===== src/rtl/ser_cfg.svh =====
// Bit positions, masks and reset values of the status reporting block
`ifndef SER_CFG_SVH
`define SER_CFG_SVH

`define SER_STB_SCAN_IDLE            0
`define SER_STB_INTERFACE_READY      1
`define SER_STB_ERROR_SUMMARY        2
`define SER_STB_MEASUREMENT_SUMMARY  3
`define SER_STB_MSG_AVAILABLE        4
`define SER_STB_EVENT_SUMMARY        5
`define SER_STB_SERVICE_REQ          6
`define SER_STB_SRQ_SOURCES          8'h3F

`define SER_ESR_RX_OVERFLOW          0
`define SER_ESR_TX_OVERFLOW          2
`define SER_ESR_EXECUTION_ERROR      4
`define SER_ESR_ILLEGAL_CMD          5
`define SER_ESR_USER_REQUEST         6
`define SER_ESR_POWER_ON_EVENT       7
`define SER_ESR_USED                 8'hF5

`define SER_MEAS_REF_UNLOCK          0
`define SER_MEAS_REF_FREQ_RANGE      1
`define SER_MEAS_STORAGE_TRIGGER     3
`define SER_MEAS_INPUT_OVERLOAD      4
`define SER_MEAS_IF_AMP_OVERLOAD     5
`define SER_MEAS_FILTER_OVERLOAD     6
`define SER_MEAS_REF_FREQ_CHANGED    7
`define SER_MEAS_CHAN_ONE_OVERLOAD   8
`define SER_MEAS_CHAN_TWO_OVERLOAD   9
`define SER_MEAS_AUX_OVERLOAD        10
`define SER_MEAS_RATIO_UNDERFLOW     11
`define SER_MEAS_USED                16'h0FFB

`define SER_ERR_BATTERY_FAIL         1
`define SER_ERR_RAM_TEST_FAIL        2
`define SER_ERR_LOGIC_TEST_FAIL      3
`define SER_ERR_ROM_TEST_FAIL        4
`define SER_ERR_FAST_XFER_ABORT      5
`define SER_ERR_DSP_TEST_FAIL        6
`define SER_ERR_MATH_ERROR           7
`define SER_ERR_USED                 8'hFE

`define SER_ENABLE_RESET             16'h0000
`define SER_LATCH_RESET              1'b0

`endif


===== src/rtl/ser_pkg.sv =====
// Types shared by the status reporting block
package ser_pkg;

  typedef enum logic [2:0] {
    SEL_STB  = 3'b000,
    SEL_SRE  = 3'b001,
    SEL_ESR  = 3'b010,
    SEL_ESE  = 3'b011,
    SEL_MEAS = 3'b100,
    SEL_MEAE = 3'b101,
    SEL_ERR  = 3'b110,
    SEL_ERRE = 3'b111
  } ser_sel_t;

endpackage : ser_pkg


===== src/rtl/ser_latch_reg.sv =====
// Sticky event register with per-bit clear, unused bits tied low
`timescale 1ns/1ps
`include "ser_cfg.svh"

module ser_latch_reg
  import ser_pkg::*;
#(
  parameter int                 WIDTH = 8,
  parameter logic [WIDTH-1:0]   USED  = '1
)(
  input  wire logic             ref_clk,
  input  wire logic             rst,
  input  wire logic [WIDTH-1:0] setVec,
  input  wire logic [WIDTH-1:0] clearVec,
  output logic [WIDTH-1:0]      value
);

  genvar g;
  generate
    for (g = 0; g < WIDTH; g++)
    begin : gBit
      if (USED[g])
      begin : gLive
        logic bitQ;
        // Set wins over a clear in the same cycle
        always_ff @(posedge ref_clk or posedge rst)
        begin
          if (rst)
            bitQ <= `SER_LATCH_RESET;
          else
            bitQ <= setVec[g] | (bitQ & ~clearVec[g]);
        end
        assign value[g] = bitQ;
      end
      else
      begin : gDead
        assign value[g] = 1'b0;
      end
    end
  endgenerate
endmodule : ser_latch_reg


===== src/rtl/ser_srq_gen.sv =====
// Service request: rising edge of an enabled summary bit, cleared by poll
`timescale 1ns/1ps
`include "ser_cfg.svh"

module ser_srq_gen
  import ser_pkg::*;
(
  input  wire logic       ref_clk,
  input  wire logic       rst,
  input  wire logic [7:0] summaryBits,
  input  wire logic [7:0] enableBits,
  input  wire logic       serialPoll,
  output logic            srqPending
);

  logic [7:0] enabledNow;
  logic [7:0] enabledPrev;
  logic       rising;

  assign enabledNow = summaryBits & enableBits & `SER_STB_SRQ_SOURCES;
  assign rising     = |(enabledNow & ~enabledPrev);

  always_ff @(posedge ref_clk or posedge rst)
  begin
    if (rst)
      enabledPrev <= 8'h00;
    else
      enabledPrev <= enabledNow;
  end

  // A fresh request in the poll cycle survives the poll
  always_ff @(posedge ref_clk or posedge rst)
  begin
    if (rst)
      srqPending <= 1'b0;
    else
      srqPending <= rising | (srqPending & ~serialPoll);
  end
endmodule : ser_srq_gen


===== src/rtl/ser_status_reporting.sv =====
// Status reporting hierarchy: event latches, summary byte, service request
`timescale 1ns/1ps
`include "ser_cfg.svh"

module ser_status_reporting
  import ser_pkg::*;
(
  input  wire logic        ref_clk,
  input  wire logic        rst,
  input  wire logic        storageBusy,
  input  wire logic        cmdExecuting,
  input  wire logic        outBufNotEmpty,
  input  wire logic        rxOverflow,
  input  wire logic        txOverflow,
  input  wire logic        execError,
  input  wire logic        illegalCmd,
  input  wire logic        userRequest,
  input  wire logic        refUnlock,
  input  wire logic        refFreqRange,
  input  wire logic        storageTrigger,
  input  wire logic        inputOverload,
  input  wire logic        ifAmpOverload,
  input  wire logic        filterOverload,
  input  wire logic        refFreqChanged,
  input  wire logic        chanOneOverload,
  input  wire logic        chanTwoOverload,
  input  wire logic        auxOverload,
  input  wire logic        ratioUnderflow,
  input  wire logic        batteryFail,
  input  wire logic        ramTestFail,
  input  wire logic        logicTestFail,
  input  wire logic        romTestFail,
  input  wire logic        fastXferAbort,
  input  wire logic        dspTestFail,
  input  wire logic        mathError,
  input  wire logic        clearStatus,
  input  wire logic        queryStrobe,
  input  wire ser_sel_t    queryTarget,
  input  wire logic        queryBitMode,
  input  wire logic [3:0]  queryBitIdx,
  input  wire logic        enWrite,
  input  wire ser_sel_t    enTarget,
  input  wire logic        enBitMode,
  input  wire logic [3:0]  enBitIdx,
  input  wire logic [15:0] enValue,
  input  wire logic        serialPoll,
  output logic [15:0]      queryData,
  output logic             queryValid,
  output logic [7:0]       pollData,
  output logic             pollValid,
  output logic             serviceRequest,
  output logic             queueFlush
);

  // ---------------------------------------------------------------
  // Helpers
  // ---------------------------------------------------------------
  function automatic logic [15:0] bitMask(input logic [3:0] idx);
    bitMask = 16'h0001 << idx;
  endfunction : bitMask

  // Whole write or one-bit write of an enable register
  function automatic logic [15:0] applyEnable(
    input logic [15:0] old,
    input logic        bitMode,
    input logic [3:0]  idx,
    input logic [15:0] val
  );
    logic [15:0] m;
    m = bitMask(idx);
    if (bitMode)
      applyEnable = val[0] ? (old | m) : (old & ~m);
    else
      applyEnable = val;
  endfunction : applyEnable

  // ---------------------------------------------------------------
  // Declarations
  // ---------------------------------------------------------------
  logic [7:0]  esrSet;
  logic [15:0] measSet;
  logic [7:0]  errSet;
  logic [15:0] queryMask;
  logic [15:0] esrClr;
  logic [15:0] measClr;
  logic [15:0] errClr;
  logic [7:0]  esrLatch;
  logic [15:0] measLatch;
  logic [7:0]  errLatch;
  logic [7:0]  eventEnable;
  logic [15:0] measEnable;
  logic [7:0]  errEnable;
  logic [7:0]  pollEnable;
  logic [7:0]  statusByte;
  logic [7:0]  next_statusByte;
  logic [15:0] next_queryData;
  logic [15:0] selValue;
  logic        masterSummary;
  logic        powerOnPending;
  logic        srqPending;
  logic [15:0] eventEnableWr;
  logic [15:0] errEnableWr;
  logic [15:0] pollEnableWr;

  // ---------------------------------------------------------------
  // Event inputs onto bit positions
  // ---------------------------------------------------------------
  // Power-on is seen once, right after reset release
  always_ff @(posedge ref_clk or posedge rst)
  begin
    if (rst)
      powerOnPending <= 1'b1;
    else
      powerOnPending <= 1'b0;
  end

  always_comb
  begin
    esrSet = 8'h00;
    esrSet[`SER_ESR_RX_OVERFLOW]     = rxOverflow;
    esrSet[`SER_ESR_TX_OVERFLOW]     = txOverflow;
    esrSet[`SER_ESR_EXECUTION_ERROR] = execError;
    esrSet[`SER_ESR_ILLEGAL_CMD]     = illegalCmd;
    esrSet[`SER_ESR_USER_REQUEST]    = userRequest;
    esrSet[`SER_ESR_POWER_ON_EVENT]  = powerOnPending;
  end

  always_comb
  begin
    measSet = 16'h0000;
    measSet[`SER_MEAS_REF_UNLOCK]        = refUnlock;
    measSet[`SER_MEAS_REF_FREQ_RANGE]    = refFreqRange;
    measSet[`SER_MEAS_STORAGE_TRIGGER]   = storageTrigger;
    measSet[`SER_MEAS_INPUT_OVERLOAD]    = inputOverload;
    measSet[`SER_MEAS_IF_AMP_OVERLOAD]   = ifAmpOverload;
    measSet[`SER_MEAS_FILTER_OVERLOAD]   = filterOverload;
    measSet[`SER_MEAS_REF_FREQ_CHANGED]  = refFreqChanged;
    measSet[`SER_MEAS_CHAN_ONE_OVERLOAD] = chanOneOverload;
    measSet[`SER_MEAS_CHAN_TWO_OVERLOAD] = chanTwoOverload;
    measSet[`SER_MEAS_AUX_OVERLOAD]      = auxOverload;
    measSet[`SER_MEAS_RATIO_UNDERFLOW]   = ratioUnderflow;
  end

  always_comb
  begin
    errSet = 8'h00;
    errSet[`SER_ERR_BATTERY_FAIL]    = batteryFail;
    errSet[`SER_ERR_RAM_TEST_FAIL]   = ramTestFail;
    errSet[`SER_ERR_LOGIC_TEST_FAIL] = logicTestFail;
    errSet[`SER_ERR_ROM_TEST_FAIL]   = romTestFail;
    errSet[`SER_ERR_FAST_XFER_ABORT] = fastXferAbort;
    errSet[`SER_ERR_DSP_TEST_FAIL]   = dspTestFail;
    errSet[`SER_ERR_MATH_ERROR]      = mathError;
  end

  // ---------------------------------------------------------------
  // Clear on read and clear-status
  // ---------------------------------------------------------------
  assign queryMask = queryBitMode ? bitMask(queryBitIdx) : 16'hFFFF;

  assign esrClr  = clearStatus ? 16'hFFFF :
                   (queryStrobe && queryTarget == SEL_ESR)  ? queryMask : 16'h0000;
  assign measClr = clearStatus ? 16'hFFFF :
                   (queryStrobe && queryTarget == SEL_MEAS) ? queryMask : 16'h0000;
  assign errClr  = clearStatus ? 16'hFFFF :
                   (queryStrobe && queryTarget == SEL_ERR)  ? queryMask : 16'h0000;

  // ---------------------------------------------------------------
  // Latched registers
  // ---------------------------------------------------------------
  ser_latch_reg #(.WIDTH(8), .USED(`SER_ESR_USED)) uEventLatch (
    .ref_clk  (ref_clk),
    .rst      (rst),
    .setVec   (esrSet),
    .clearVec (esrClr[7:0]),
    .value    (esrLatch)
  );

  ser_latch_reg #(.WIDTH(16), .USED(`SER_MEAS_USED)) uMeasLatch (
    .ref_clk  (ref_clk),
    .rst      (rst),
    .setVec   (measSet),
    .clearVec (measClr),
    .value    (measLatch)
  );

  ser_latch_reg #(.WIDTH(8), .USED(`SER_ERR_USED)) uErrLatch (
    .ref_clk  (ref_clk),
    .rst      (rst),
    .setVec   (errSet),
    .clearVec (errClr[7:0]),
    .value    (errLatch)
  );

  // ---------------------------------------------------------------
  // Enable registers
  // ---------------------------------------------------------------
  // Clear-status leaves the enables alone
  assign eventEnableWr = applyEnable({8'h00, eventEnable}, enBitMode, enBitIdx, enValue);
  assign errEnableWr   = applyEnable({8'h00, errEnable}, enBitMode, enBitIdx, enValue);
  assign pollEnableWr  = applyEnable({8'h00, pollEnable}, enBitMode, enBitIdx, enValue);

  always_ff @(posedge ref_clk or posedge rst)
  begin
    if (rst)
    begin
      eventEnable <= 8'h00;
      measEnable  <= `SER_ENABLE_RESET;
      errEnable   <= 8'h00;
      pollEnable  <= 8'h00;
    end
    else if (enWrite)
    begin
      if (enTarget == SEL_ESE)
        eventEnable <= eventEnableWr[7:0];
      if (enTarget == SEL_MEAE)
        measEnable <= applyEnable(measEnable, enBitMode, enBitIdx, enValue);
      if (enTarget == SEL_ERRE)
        errEnable <= errEnableWr[7:0];
      if (enTarget == SEL_SRE)
        pollEnable <= pollEnableWr[7:0];
    end
  end

  // ---------------------------------------------------------------
  // Summary byte
  // ---------------------------------------------------------------
  // Bit 6 is left low here; the request flag lives in the poll path
  always_comb
  begin
    next_statusByte = 8'h00;
    next_statusByte[`SER_STB_SCAN_IDLE]           = ~storageBusy;
    next_statusByte[`SER_STB_INTERFACE_READY]     = ~cmdExecuting;
    next_statusByte[`SER_STB_ERROR_SUMMARY]       = |(errLatch & errEnable);
    next_statusByte[`SER_STB_MEASUREMENT_SUMMARY] = |(measLatch & measEnable);
    next_statusByte[`SER_STB_MSG_AVAILABLE]       = outBufNotEmpty;
    next_statusByte[`SER_STB_EVENT_SUMMARY]       = |(esrLatch & eventEnable);
  end

  always_ff @(posedge ref_clk or posedge rst)
  begin
    if (rst)
      statusByte <= 8'h00;
    else
      statusByte <= next_statusByte;
  end

  // Query view of bit 6: any enabled summary bit, independent of polls
  assign masterSummary = |(statusByte & pollEnable & `SER_STB_SRQ_SOURCES);

  // ---------------------------------------------------------------
  // Service request
  // ---------------------------------------------------------------
  ser_srq_gen uSrq (
    .ref_clk     (ref_clk),
    .rst         (rst),
    .summaryBits (statusByte),
    .enableBits  (pollEnable),
    .serialPoll  (serialPoll),
    .srqPending  (srqPending)
  );

  assign serviceRequest = srqPending;

  // Poll answer carries the request flag, the rest untouched
  always_ff @(posedge ref_clk or posedge rst)
  begin
    if (rst)
    begin
      pollData  <= 8'h00;
      pollValid <= 1'b0;
    end
    else
    begin
      pollValid <= serialPoll;
      if (serialPoll)
        pollData <= {1'b0, srqPending, statusByte[5:0]};
    end
  end

  // ---------------------------------------------------------------
  // Queue flush
  // ---------------------------------------------------------------
  always_ff @(posedge ref_clk or posedge rst)
  begin
    if (rst)
      queueFlush <= 1'b0;
    else
      queueFlush <= rxOverflow | txOverflow;
  end

  // ---------------------------------------------------------------
  // Query answer
  // ---------------------------------------------------------------
  always_comb
  begin
    unique case (queryTarget)
      SEL_STB:  selValue = {8'h00, 1'b0, masterSummary, statusByte[5:0]};
      SEL_SRE:  selValue = {8'h00, pollEnable};
      SEL_ESR:  selValue = {8'h00, esrLatch};
      SEL_ESE:  selValue = {8'h00, eventEnable};
      SEL_MEAS: selValue = measLatch;
      SEL_MEAE: selValue = measEnable;
      SEL_ERR:  selValue = {8'h00, errLatch};
      SEL_ERRE: selValue = {8'h00, errEnable};
    endcase
  end

  always_comb
  begin
    if (queryBitMode)
      next_queryData = {15'h0000, selValue[queryBitIdx]};
    else
      next_queryData = selValue;
  end

  always_ff @(posedge ref_clk or posedge rst)
  begin
    if (rst)
    begin
      queryData  <= 16'h0000;
      queryValid <= 1'b0;
    end
    else
    begin
      queryValid <= queryStrobe;
      if (queryStrobe)
        queryData <= next_queryData;
    end
  end
endmodule : ser_status_reporting


===== config.mk =====
export PLATFORM = sky130hd
export DESIGN_NAME = ser_status_reporting
export DESIGN_NICKNAME = d
export VERILOG_FILES = /design/src/rtl/ser_pkg.sv /design/src/rtl/ser_latch_reg.sv /design/src/rtl/ser_srq_gen.sv /design/src/rtl/ser_status_reporting.sv
export VERILOG_INCLUDE_DIRS = /design/src /design/src/rtl
export SDC_FILE = /design/constraint.sdc
export NUM_CORES = 1
export LEC_CHECK = 0
export BUFFER_PORTS_ARGS = -buffer_cell sky130_fd_sc_hd__buf_2
export CAP_MARGIN = 5
export CORE_UTILIZATION = 54
export CTS_BUF_LIST = sky130_fd_sc_hd__clkbuf_16
export CTS_CLUSTER_SIZE = 24
export DETAILED_ROUTE_END_ITERATION = 16
export PLACE_DENSITY = 0.88
export SKIP_CTS_REPAIR_TIMING = 1
export SLEW_MARGIN = 0
export SYNTH_ARGS = -nofsm -noshare
export SYNTH_HDL_FRONTEND = slang
export SYNTH_SLANG_ARGS = --single-unit

===== constraint.sdc =====
create_clock -name ref_clk -period 4.7 [get_ports ref_clk]
set_clock_uncertainty 0.2 [all_clocks]
set_input_delay 0.47 -clock ref_clk [delete_from_list [all_inputs] [get_ports ref_clk]]
set_output_delay 0.47 -clock ref_clk [all_outputs]
set_load 0.005 [all_outputs]

==> run_results.csv <==
group,metric,value,unit
yosys,synth_simple_gate_area_share,14.4,%
sta,maxSlewViolCount,0,
yosys,yosysTopAreaCellShare,47.2,%
floorplanning,die_area,10500,um^2
sta,worst_slack,2.35,ns
yosys,synth-compound-area-share,18.8,%
global_routing,overflow,0,
critical_path,crit_fanout,46,
clocking,root_buffer,"clkbuf_16",
detailed_routing,routed_wl,14.9,mm
flow_run,cap_viol_max_count,0,
critical_path,reg2reg_slack,2.85,ns
detailed_routing,drtPass1Iterations,6,
critical_path,r2r_cells,6,
detailed_routing,drc,0,
sta,max_slew_margin,37.8,%
yosys,synth-edff-count,0,
layout,final_layout_size_suffix_gt1_share,28.4,%
yosys,synth_top_family_by_area,"compound AO/OA/AOI/OAI gates",
global_routing,grt_pass1_wl,23.2,mm
sta,finalSetupTns,0,ns
pwr,p_leak,2.80,nW
detailed_routing,viasPerCell,6.18,
detailed_routing,vias,4650,
pwr,vdd_drop_max,328,uV
critical_path,cp_slowest_cell,"buf_2",
clocking,cts_buffers,9,
floorplanning,boundaryPins,92,
detailed_routing,drtIter0Drc,352,
placed_design,gp_congestion,0.923,
yosys,synth_mux_area_share,13.1,%
placed_design,dp_hpwl,11.2,mm
critical_path,cp-startpoint,"queryTarget[0]",
layout,regArea,2600,um^2
yosys,synth_flop_cell,"dfrtp_1",
floorplanning,coreArea,9770,um^2
sta,rsz0062_at_grt,"no",
pwr,switching_power,0.660,mW
sta,hold_violations,0,
clocking,clk_latency,0.36,ns
yosys,seq_area_frac_synth,47.7,%
layout,final_area,6190,um^2
outcome,run_status,"completed",
floorplanning,dieHeight,103,um
yosys,postSynthAreaPerCell,10.1,um^2
critical_path,worst-setup-path-type,"input port to register",
layout,antenna_cells,0,
pwr,seqPwrFrac,49.8,%
global_routing,antenna_found_initial,0,
yosys,async_flop_share,100,%
pwr,power_density,370,nW/um^2
pwr,clockPowerShare,31.9,%
detailed_routing,detail-route-antenna-nets,0,
yosys,synthAdderAreaFrac,0,%
clocking,cts_htree_levels,3,
yosys,yosysTopAreaCell,"dfrtp_1",
floorplanning,fp.dieW,103,um
clocking,cts_sinks,104,
placed_design,dpl_worst_slack,2.03,ns
global_routing,grt_max_degree,65,
pwr,power.total,2.29,mW
layout,syn_to_final_growth,13.4,%
yosys,yosysUniqueCellTypes,61,
layout,nets,679,
global_routing,grt_pass1_vias,4448,
sta,max_freq,425,MHz
pwr,power_frac_comb,18.2,%
pwr,intPower,1.63,mW
critical_path,crit_arrival,2.38,ns
yosys,synthXorXnorAreaFrac,0,%
floorplanning,rows,36,
sta,tightest_slew,0.934,ns
hold_path,hp-class,"input port to register",
floorplanning,start_util,55.8,%
yosys,yosys_warnings,0,
critical_path,crit_end,"queryData[0]",
layout,fill_cells,840,
critical_path,critical_path_required,4.73,ns
sta,finalSetupViolations,0,
yosys,ys_top_cells_by_area,"dfrtp_1 47%, mux2_2 9.3%, nor2_1 3.6%",
critical_path,max_stage_delay,0.70,ns
sta,fin_hold_ws,0.0225,ns
yosys,syn_area,5460,um^2
sta,fin_crit_sh,50.1,%
clocking,clock_path_buffers,2,
global_routing,grtUsageTotal,30.2,%
pwr,sw_frac_of_total,28.9,%
clocking,clk_pin_slew,0.06,ns
critical_path,reg2reg_to,"queryData[0]",
sta,fin_crit,2.35,ns
placed_design,dpl_cell_area,5900,um^2
detailed_routing,detail_route.wl_per_cell,19.7,um
yosys,synth_cells,541,
placed_design,port_buffers,90,
critical_path,critical_path.startpoint_type,"input port",
critical_path,cp_cell_sequence,"buf_2, mux2i_1, nor2_1, a311o_1, a21o_2, a211oi_2, o21ai_1",
clocking,cts_tree,"built",
yosys,synth.ff_latch_count,104,
critical_path,end_kind,"register",
layout,multiInputGateArea,2540,um^2
[how the worst min path moves through the flow]
stage	startpoint	end	slack, ns	cells after the start
after floorplan	register	register	0.28	1
after global placement	pollData[6]	pollData[6]	0.28	1
after detailed placement	pollData[1]	pollData[1]	0.29	1
after CTS	outBufNotEmpty	statusByte[4]	0.01	1
after global routing	outBufNotEmpty	statusByte[4]	0.006	1
final	outBufNotEmpty	statusByte[4]	0.02	1
[per-layer routing]
| metal | GRT usage (%) | up-vias | part of all wire, % |
|---|---|---|---|
| li1 | - | 2091 | - |
| met1 | 40.5 | 2281 | 43 |
| met2 | 46.9 | 245 | 47 |
| met3 | 7.12 | 33 | 7.7 |
| met4 | 13.3 | 0 | 3.1 |
| met5 | 0 | - | 0 |
[synthesized netlist by cell type (13+ instances only)]
master,instances
a21oi_1,26
clkbuf_1,14
dfrtp_1,103
inv_1,34
mux2_2,45
mux2i_1,15
nand2_1,47
nand2b_1,20
nand3_1,13
nor2_1,52
o22ai_1,27
[critical path, delay by kind of cell]
kind	cells	cell delay, ns
mux	1	0.27
simple gates	1	0.06
compound gates	4	0.86
buf+inv	1	0.70
[stage by stage]
step	util, %	cells
after floorplan	-	542
after global placement	60.4	737
after detailed placement	60.4	737
after CTS	63.3	753
after global routing	63.3	753
final	63.3	753
[power by group through the flow]
stage,registers [mW],clock network (mW),logic (mW)
after global routing,1.15,0.777,0.463
after floorplan,1.10,0,0.293
after global placement,1.14,0,0.401
after detailed placement,1.15,0,0.415
final,1.14,0.731,0.417
after CTS,1.13,0.740,0.417
[area by class of cell]
class,instances,area share (%)
multi-input cells,374,41.0
well taps,133,2.69
clock buffers,9,3.64
clock inverters,7,1.01
flip-flops and latches,104,42.1
inverters,34,2.10
repair buffers,92,7.52
[cells by family (layout without fill, tap and decap cells)]
group	after synthesis	after routing
other cells	1	2
flops	104	104
mux	63	63
compound gates	143	143
simple gates	166	166
buf+inv	64	142
[placed cells by master (no fill, tap or decap), types with 5 or more instances in the layout]
| master | n |
|---|---|
| or3_1 | 7 |
| o32ai_1 | 6 |
| nor2b_1 | 11 |
| inv_1 | 33 |
| a22oi_1 | 6 |
| clkbuf_16 | 9 |
| buf_2 | 90 |
| o22ai_1 | 27 |
| o211ai_1 | 10 |
| nand3_1 | 13 |
| mux2i_1 | 15 |
| mux2_2 | 45 |
| nor2_1 | 52 |
| o21ai_0 | 11 |
| o21bai_1 | 5 |
| a21oi_1 | 26 |
| a21boi_0 | 5 |
| a31o_2 | 10 |
| nand2b_1 | 20 |
| dfrtp_1 | 103 |
| nand2_1 | 47 |
| o2bb2ai_1 | 7 |
Power figures use the tool's default switching activity.
